## src/rtl/itvc_pkg.sv

```systemverilog
// constants shared by the trigger and vector configuration block
package itvc_pkg;
    // ---------------------------------------------------------------
    // bus geometry
    // ---------------------------------------------------------------
    localparam int          ITVC_ADDR_W      = 10;
    localparam int          ITVC_DATA_W      = 32;
    localparam int          ITVC_NSRC        = 32;
    localparam int          ITVC_IDX_W       = 5;
    // ---------------------------------------------------------------
    // register offsets on the device control register bus
    // ---------------------------------------------------------------
    localparam logic [9:0]  ITVC_TRIG_OFF    = 10'h0C5;
    localparam logic [9:0]  ITVC_VECTOR_OFF  = 10'h0C7;
    localparam logic [9:0]  ITVC_VCFG_OFF    = 10'h0C8;
    // ---------------------------------------------------------------
    // field layout; word bit 31 is documented bit 0
    // ---------------------------------------------------------------
    localparam int          ITVC_PRO_BIT     = 0;
    localparam int          ITVC_VBA_LSB     = 2;
    localparam int          ITVC_VBA_W       = 30;
    // sources 19..24 have no trigger bit
    localparam logic [31:0] ITVC_TRIG_RESV   = 32'h01F8_0000;
    // ---------------------------------------------------------------
    // reset values
    // ---------------------------------------------------------------
    localparam logic [31:0] ITVC_TRIG_RST    = 32'h0000_0000;
    localparam logic [29:0] ITVC_VBA_RST     = 30'h0000_0000;
    localparam logic        ITVC_PRO_RST     = 1'b0;
endpackage : itvc_pkg

```

## src/rtl/itvc_core.sv

```systemverilog
// trigger type, vector configuration and vector readback of the interrupt controller

// Behaviour
// - trigger bit 0 makes a source level sensitive, 1 makes it edge sensitive
// - external requests use bits 25 to 31 freely; bits 19 to 24 reserved
// - write-only vector configuration at 0x0C8: base in 0:29, order in 31
// - order 0 favours status position 0, order 1 favours position 31
// - vectors are generated only for critical-class sources
// - read-only vector register at 0x0C7; writes to it do nothing
module itvc_core
    import itvc_pkg::*;
(
    // clock and reset
    input  wire logic        clk_in,
    input  wire logic        rstn_in,
    // device control register bus
    input  wire logic [9:0]  dcr_abus_in,
    input  wire logic        dcr_read_in,
    input  wire logic        dcr_write_in,
    input  wire logic [31:0] dcr_dbus_in,
    output logic      [31:0] dcr_dbus_out,
    output logic             dcr_ack_out,
    // interrupt sources and class settings
    input  wire logic [31:0] src_req_in,
    input  wire logic [31:0] src_enable_in,
    input  wire logic [31:0] crit_select_in,
    input  wire logic [31:0] pend_clear_in,
    // toward the processor core
    output logic      [31:0] pend_flags_out,
    output logic             crit_irq_out
);
    // ---------------------------------------------------------------
    // state
    // ---------------------------------------------------------------
    logic [31:0] trig;
    logic [29:0] vector_base_field;
    logic        priority_order_select;
    logic [31:0] req_prev;
    logic [31:0] vector;
    logic [31:0] next_trig;
    logic [29:0] next_vba;
    logic        next_pro;
    logic [31:0] next_pend;
    logic [31:0] next_vector;
    logic [31:0] next_dbus;
    logic        next_ack;
    logic        next_crit;
    // ---------------------------------------------------------------
    // decode and helpers
    // ---------------------------------------------------------------
    logic        hit_trig;
    logic        hit_vec;
    logic        hit_vcfg;
    logic [31:0] wr_rev;
    logic [31:0] trig_rev;
    logic [31:0] rise;
    logic [31:0] crit_pend;

    assign hit_trig  = (dcr_abus_in == ITVC_TRIG_OFF);
    assign hit_vec   = (dcr_abus_in == ITVC_VECTOR_OFF);
    assign hit_vcfg  = (dcr_abus_in == ITVC_VCFG_OFF);
    assign rise      = src_req_in & ~req_prev;
    // only critical, enabled, pending sources take part in the vector
    assign crit_pend = pend_flags_out & src_enable_in & crit_select_in;

    // source i sits at word bit 31-i in the trigger register image
    genvar g;
    generate
        for (g = 0; g < ITVC_NSRC; g++) begin : g_rev
            assign wr_rev[g]   = dcr_dbus_in[ITVC_NSRC-1-g];
            assign trig_rev[g] = trig[ITVC_NSRC-1-g];
        end
    endgenerate

    // ---------------------------------------------------------------
    // next state
    // ---------------------------------------------------------------
    always_comb begin
        logic [4:0] win;
        logic       found;
        win         = 5'h00;
        found       = 1'b0;
        next_trig   = trig;
        next_vba    = vector_base_field;
        next_pro    = priority_order_select;
        // reserved trigger positions never hold a one
        if (dcr_write_in && hit_trig) begin
            next_trig = wr_rev & ~ITVC_TRIG_RESV;
        end
        // vector configuration; the reserved bit is dropped
        if (dcr_write_in && hit_vcfg) begin
            next_vba = dcr_dbus_in[ITVC_VBA_LSB +: ITVC_VBA_W];
            next_pro = dcr_dbus_in[ITVC_PRO_BIT];
        end
        // level follows the request, edge latches until cleared; set beats clear
        for (int i = 0; i < ITVC_NSRC; i++) begin
            if (trig[i]) begin
                next_pend[i] = rise[i] | (pend_flags_out[i] & ~pend_clear_in[i]);
            end else begin
                next_pend[i] = src_req_in[i];
            end
        end
        // pick the winning critical source under the selected ordering
        for (int i = 0; i < ITVC_NSRC; i++) begin
            if (crit_pend[i] && (priority_order_select || !found)) begin
                win   = i[4:0];
                found = 1'b1;
            end
        end
        next_vector = {vector_base_field, 2'b00} + {25'h0000000, win, 2'b00};
        next_crit   = |crit_pend;
        // bus answer: mapped addresses ack, others stay silent
        next_ack    = (dcr_read_in | dcr_write_in) & (hit_trig | hit_vec | hit_vcfg);
        next_dbus   = 32'h0000_0000;
        if (dcr_read_in && hit_trig) begin
            next_dbus = trig_rev;
        end else if (dcr_read_in && hit_vec) begin
            next_dbus = vector;
        end
    end

    // ---------------------------------------------------------------
    // registers
    // ---------------------------------------------------------------
    always_ff @(posedge clk_in or negedge rstn_in) begin
        if (!rstn_in) begin
            trig           <= ITVC_TRIG_RST;
            vector_base_field            <= ITVC_VBA_RST;
            priority_order_select            <= ITVC_PRO_RST;
            req_prev       <= 32'h0000_0000;
            pend_flags_out <= 32'h0000_0000;
            vector         <= 32'h0000_0000;
            crit_irq_out   <= 1'b0;
            dcr_ack_out    <= 1'b0;
            dcr_dbus_out   <= 32'h0000_0000;
        end else begin
            trig           <= next_trig;
            vector_base_field            <= next_vba;
            priority_order_select            <= next_pro;
            req_prev       <= src_req_in;
            pend_flags_out <= next_pend;
            vector         <= next_vector;
            crit_irq_out   <= next_crit;
            dcr_ack_out    <= next_ack;
            dcr_dbus_out   <= next_dbus;
        end
    end
endmodule : itvc_core

```

## config.mk

```make
export PLATFORM = sky130hd
export DESIGN_NAME = itvc_core
export DESIGN_NICKNAME = d
export VERILOG_FILES = /design/src/rtl/itvc_pkg.sv /design/src/rtl/itvc_core.sv
export SDC_FILE = /design/constraint.sdc
export NUM_CORES = 1
export LEC_CHECK = 0
export CORE_MARGIN = 2
export CORE_UTILIZATION = 65
export DETAILED_ROUTE_END_ITERATION = 16
export DONT_BUFFER_PORTS = 1
export GPL_TIMING_DRIVEN = 0
export PLACE_DENSITY = 0.82
export SLEW_MARGIN = 20
export SYNTH_ARGS = -nofsm -noshare
export SYNTH_HDL_FRONTEND = slang
export SYNTH_SLANG_ARGS = --single-unit
```

## constraint.sdc

```tcl
create_clock -name clk_in -period 12.3 [get_ports clk_in]
set_clock_uncertainty 0.05 [all_clocks]
set_input_delay 0.615 -clock clk_in [delete_from_list [all_inputs] [get_ports clk_in]]
set_output_delay 0.615 -clock clk_in [all_outputs]
set_load 0.01 [all_outputs]
```

* Yosys cells after proc, flatten, opt, wreduce, memory -nomap -nowiden
Cells that the tools add are included.
** Storage, ports and cells
- Output and inout bits :: 66
- Bits of input ports :: 174
- Flip-flop bits (word level) :: 187
** Cells by class
- Add/sub/neg operators :: 1
- Reductions and logical operators :: 98
- Multiplexer cells :: 90
- Eq/ne operators :: 3
- Bitwise operators :: 86
** Operators with widths (number)
- 5-bit two-way mux :: 30
- 32-bit AND :: 3
- 32-bit two-way mux :: 2
- 1-bit two-way mux :: 58
- 1-bit logical AND :: 35
- 32-bit by 7-bit adder with 32-bit output :: 1
- 32-bit inverter :: 1
- 32-bit OR reduction :: 1
- 1-bit zero test :: 31
- 1-bit logical OR :: 31
- 10-bit by 8-bit equality test with 1-bit output, second input constant :: 3
- 1-bit OR :: 29
- 1-bit AND :: 27
- 1-bit inverter :: 26

* Logic depth before layout (Yosys ltp)
- Depth in word-level cells :: 128
- Depth in mapped cells :: 18
- Gate-level depth less buffers :: 16

* Least setup slack after synthesis
No wires, ideal clock.
- Path type :: input-to-reg
- Start :: input port crit_select_in[1]
- End :: register vector[26]
- Path slack :: 8197 ps
- Data arrival time :: 3974 ps
- Required time :: 12171 ps
- Buffers on the path :: 2
- Setup time :: 79 ps
- Stages :: 18
- Cells stage by stage :: nand3_2 -> nand4_1 -> or4_1 -> buf_4 -> nor3_4 -> a41o_1 -> nor4_1 -> o32ai_2 -> ha_1 -> fa_1 -> a21o_1 -> a21oi_1 -> o21bai_1 -> nand4b_1 -> or2_2 -> clkbuf_1 -> nor3_1 -> xor2_1
** Between the ends
- Longest elaborated chain between the ends :: 124
- Elaborated cells between the ends (all ways) :: 154
- Those cells by class :: add/sub: 1; mux: 61; bitwise: 1; reduce/logical: 91
** Ends and longest elaborated chain
- start, declared :: RTL line itvc_core.sv:26 : input wire logic [31:0] crit_select_in,
- 32-bit AND (*) :: RTL line itvc_core.sv:64 : assign crit_pend = pend_flags_out & src_enable_in & crit_select_in;
- 1-bit logical AND (*) :: RTL line itvc_core.sv:105 : if (crit_pend[i] && (priority_order_select || !found)) begin
- 1-bit two-way mux :: RTL line itvc_core.sv:105
- 1-bit zero test :: RTL line itvc_core.sv:105
- 1-bit logical OR :: RTL line itvc_core.sv:105
- 1-bit logical AND :: RTL line itvc_core.sv:105
- 1-bit two-way mux :: RTL line itvc_core.sv:105
- 1-bit zero test :: RTL line itvc_core.sv:105
- (+109 left out)
- 1-bit logical AND :: RTL line itvc_core.sv:105
- 1-bit two-way mux :: RTL line itvc_core.sv:105
- 1-bit zero test :: RTL line itvc_core.sv:105
- 1-bit logical OR :: RTL line itvc_core.sv:105
- 1-bit logical AND :: RTL line itvc_core.sv:105
- 5-bit two-way mux (*) :: RTL line itvc_core.sv:105
- 32-bit by 7-bit adder with 32-bit output (*) :: RTL line itvc_core.sv:110 : next_vector = {vector_base_field, 2'b00} + {25'h0000000, win, 2'b00};
- via next_vector[26] :: RTL line itvc_core.sv:44 : logic [31:0] next_vector;
- end signal, assigned :: RTL line itvc_core.sv:142 : vector <= next_vector;
- end, declared :: RTL line itvc_core.sv:39 : logic [31:0] vector;
The timed path passes the listed nets; every way through them passes the cells marked *.
A chain may end at the register's enable or synchronous reset.

* Final worst setup path
- Start :: register pend_flags_out[9]
- End :: register vector[28]
** Between the ends
- Longest elaborated chain between the ends :: 93
- Elaborated cells between the ends (all ways) :: 115
- Those cells by class :: add/sub: 1; mux: 45; bitwise: 2; reduce/logical: 67
** Ends and longest elaborated chain
- start, declared :: RTL line itvc_core.sv:29 : output logic [31:0] pend_flags_out,
- start signal, assigned :: RTL line itvc_core.sv:141 : pend_flags_out <= next_pend;
- 32-bit AND (*) (2 in series) :: RTL line itvc_core.sv:64
- 1-bit logical AND (*) :: RTL line itvc_core.sv:105
- 1-bit two-way mux :: RTL line itvc_core.sv:105
- 1-bit zero test :: RTL line itvc_core.sv:105
- 1-bit logical OR :: RTL line itvc_core.sv:105
- 1-bit logical AND :: RTL line itvc_core.sv:105
- 1-bit two-way mux :: RTL line itvc_core.sv:105
- 1-bit zero test :: RTL line itvc_core.sv:105
- (+77 left out)
- 1-bit logical AND :: RTL line itvc_core.sv:105
- 1-bit two-way mux :: RTL line itvc_core.sv:105
- 1-bit zero test :: RTL line itvc_core.sv:105
- 1-bit logical OR :: RTL line itvc_core.sv:105
- 1-bit logical AND :: RTL line itvc_core.sv:105
- 5-bit two-way mux (*) :: RTL line itvc_core.sv:105
- 32-bit by 7-bit adder with 32-bit output (*) :: RTL line itvc_core.sv:110
- via next_vector[28] :: RTL line itvc_core.sv:44
Marked as above.

==> results.cfg <==
[cells_and_area]
fillers = 759
multiInputGateArea_um2 = 3030
drive_above_1_share_pct = 14.9
finalInstanceArea_um2 = 8480
syn2layout_area_growth_pct = 10.8
final_nets = 877
antennaDiodeCount = 0
seq_area_um2 = 4480

[worst_setup_path]
cp_slowest_stage_delay_ns = 0.52
reg2reg_setup_slack_ns = 7.11
path_cells = nand3_1 > nand4_1 > or4_1 > buf_4 > nor3_4 > a41o_1 > nor4_1 > o32ai_2 > ha_1 > fa_1 > a21o_1 > a21oi_1 > o21bai_1 > nand4b_1 > or2_2 > clkbuf_1 > nor3_1 > xor2_1
rr_startpoint = pend_flags_out[9]
slowest_stage = o21bai_1
startpoint = pend_flags_out[9]
reg2reg_to = vector[28]
end_kind = flip-flop
critical_path_class = reg -> reg
crit_end = vector[28]
worstPathRequired_ns = 12.60
start_kind = flip-flop
arrival_ns = 5.49
path_max_fanout = 8
r2r_cells = 18

[placement]
dp_hpwl_mm = 13.7
portBuffers = 0
dpl-instance-area_um2 = 7840
gp_congestion = 0.921

[floorplan]
ioPinCount = 240
initial_utilization_pct = 66.7
die_h_um = 112
die_w_um = 112
design.core.area_um2 = 11500
die-area_um2 = 12700
num_rows = 39

[timing]
slew_headroom_pct = 41.4
finalCritPeriodShare_pct = 42.2
rsz0062_at_grt = false
slew_violations = 0
post-route-min-period_ns = 5.19
hold_violations = 0
setup_violations = 0
max_slew.worst_pin.slew_ns = 0.879
finalSetupTns_ns = 0
fmax_ghz = 0.193

[drt]
drc = 0
routed_via_density = 6.37
wl_per_cell_um = 21.8
vias = 5435
ant_nets = 0
routed_wl_mm = 18.6
drt_iter0_drc = 378
drtPass1Iterations = 5

[yosys]
netlist_top_cells_area = dfrtp_1 59%, mux2_2 7.9%, nand2_1 5.4%, a22o_1 3.2%, o21ai_0 2.7%
synthMuxAreaShare_pct = 7.95
synth_top_area_cell = dfrtp_1
yosysSeqAreaShare_pct = 58.5
synth_edf_count = 0
synth_xor_area_share_pct = 3.21
syn_inst = 677
ys.flop_type = dfrtp_1
synth_top_family_by_area = simple AND/OR/NAND/NOR gates
synth.net_count = 857
synth-simple-area-share_pct = 16.2
synthDistinctLibCells = 54
avgSynthCellArea_um2 = 11.3
synth-async-reset-ratio_pct = 100
ys_ff_latch = 179
synth.most_common_cell = dfrtp_1
ys_top_cells_by_count = 179 x dfrtp_1, 111 x nand2_1, 54 x mux2_2, 42 x o21ai_0, 40 x nand3_1
synthAdderAreaFrac_pct = 1.08
syn_area_um2 = 7650
ys_warn_count = 0
synth_top_area_share_pct = 58.5
synth_compound_area_share_pct = 11.2

[power_and_ir_drop]
p_comb_share_pct = 6.0
p_leak_nw = 4.02
power_frac_seq_pct = 49.3
p_sw_w = 0.000293
ir_worst_vdd_mv = 0.161
cellPowerDensity_nw_per_um2 = 148
swShare_pct = 23.3
intPower_w = 0.000963
p_clk_share_pct = 44.7

[flow_run]
max_cap_viol_count = 0

[clock_network]
insertion_delay_ns = 0.43
clkTransAtPathRegs_ns = 0.07
cts_made_buffers = 17
cts_root_buf = clkbuf_16
postCtsHoldBufs = 1
post-cts-setup-buffers = 0
cts_tree = yes
numClockSinks = 179
cts_buffer_depth = 2
cts_htree_levels = 4
ctsResizeCount = 0

[grt]
grt_max_degree = 180
grt_usage_pct = 29.9
antenna_found_initial = 0
overflow = 0
grt_pass1_vias = 5539
grt_pass1_wl_mm = 28.6

[min_path]
hp-class = in -> async

[outcome]
status = complete, no violations
-- worst min-delay path by stage --
stage                             start            endpoint
after global placement          rstn_in  pend_flags_out[25]
final                           rstn_in     dcr_dbus_out[2]
after global routing      src_req_in[8]         req_prev[8]
after CTS                 src_req_in[2]         req_prev[2]
after floorplan                 rstn_in        crit_irq_out
after detailed placement        rstn_in     dcr_dbus_out[6]
-- critical path: cells and delay by family, from the launching register on --
kind / cells / cell delay (ns)
compound gates: 5 / 1.28
xor+xnor: 1 / 0.19
fa+ha+maj: 2 / 0.45
buf+inv: 2 / 0.36
flops: 1 / 0.48
simple gates: 8 / 2.29
-- stage by stage --
step           utilization [%]  worst slack [ns]  hold slack, ns  std cells  power, W
2_1_floorplan                -              8.20           0.269        677  0.000675
5_1_grt                   73.9              6.76           0.141        853   0.00129
4_1_cts                   73.9              7.12           0.147        853   0.00126
3_5_place_dp              68.3              7.12           0.273        820  0.000692
6_report                  73.9              7.11           0.133        853   0.00126
3_3_place_gp              68.3              7.26           0.274        820  0.000689
-- area by class of cell --
class | count | area share (%)
Timing Repair Buffer | 1 | 0.325
Clock inverter | 12 | 1.98
Clock buffer | 20 | 5.27
Tap cell | 143 | 2.11
Inverter | 7 | 0.310
Buffer | 24 | 1.40
Sequential cell | 179 | 52.8
Multi-Input combinational cell | 467 | 35.8
-- cells by family after synthesis --
group,after synthesis
muxes,54
adders and majority gates,6
DFF,179
and+or+nand+nor,252
buffers and inverters,31
xor gates and xnor gates,28
AOI/OAI and AO/OA,127
-- registers in the layout, indices dropped and copies added, names as in the netlist --
signal,cells
req_prev,32
pend_flags_out,26
dcr_dbus_out,32
dcr_ack_out,1
trig,26
priority_order_select,1
vector_base_field,30
crit_irq_out,1
vector,30
-- power groups by stage --
stage | combinational (W) | sequential (W) | clock (W)
detailed placement | 0.0000616 | 0.000630 | 0
floorplan | 0.0000493 | 0.000626 | 0
finish | 0.0000748 | 0.000619 | 0.000562
global route | 0.0000839 | 0.000621 | 0.000590
global placement | 0.0000595 | 0.000629 | 0
CTS | 0.0000747 | 0.000619 | 0.000567
-- layer usage --
metal  part of all wire (%)  vias to the layer above  track usage [%]  wire length (µm)
li1                       -                     2447                -                 -
met1                     37                     2696             34.7              6950
met3                    7.9                       47             9.56              1470
met2                     51                      245             51.1              9580
met5                      0                        -                0                 0
met4                    3.4                        0             13.1               634
-- layout by cell type, fill, tap and decap left out, types with 5 or more instances in the layout --
master,instances
nor2_1,24
dfrtp_1,179
nand2_1,111
o21ai_0,42
clkbuf_16,17
buf_4,7
xnor2_1,15
clkbuf_1,16
xor2_1,13
a22o_1,28
nor3_1,10
and2_1,13
a21oi_1,20
nand3_1,40
inv_1,7
a31oi_1,5
nand4_1,5
and3_1,22
mux2_2,54
ha_1,5
Power figures use the tool's default switching activity.
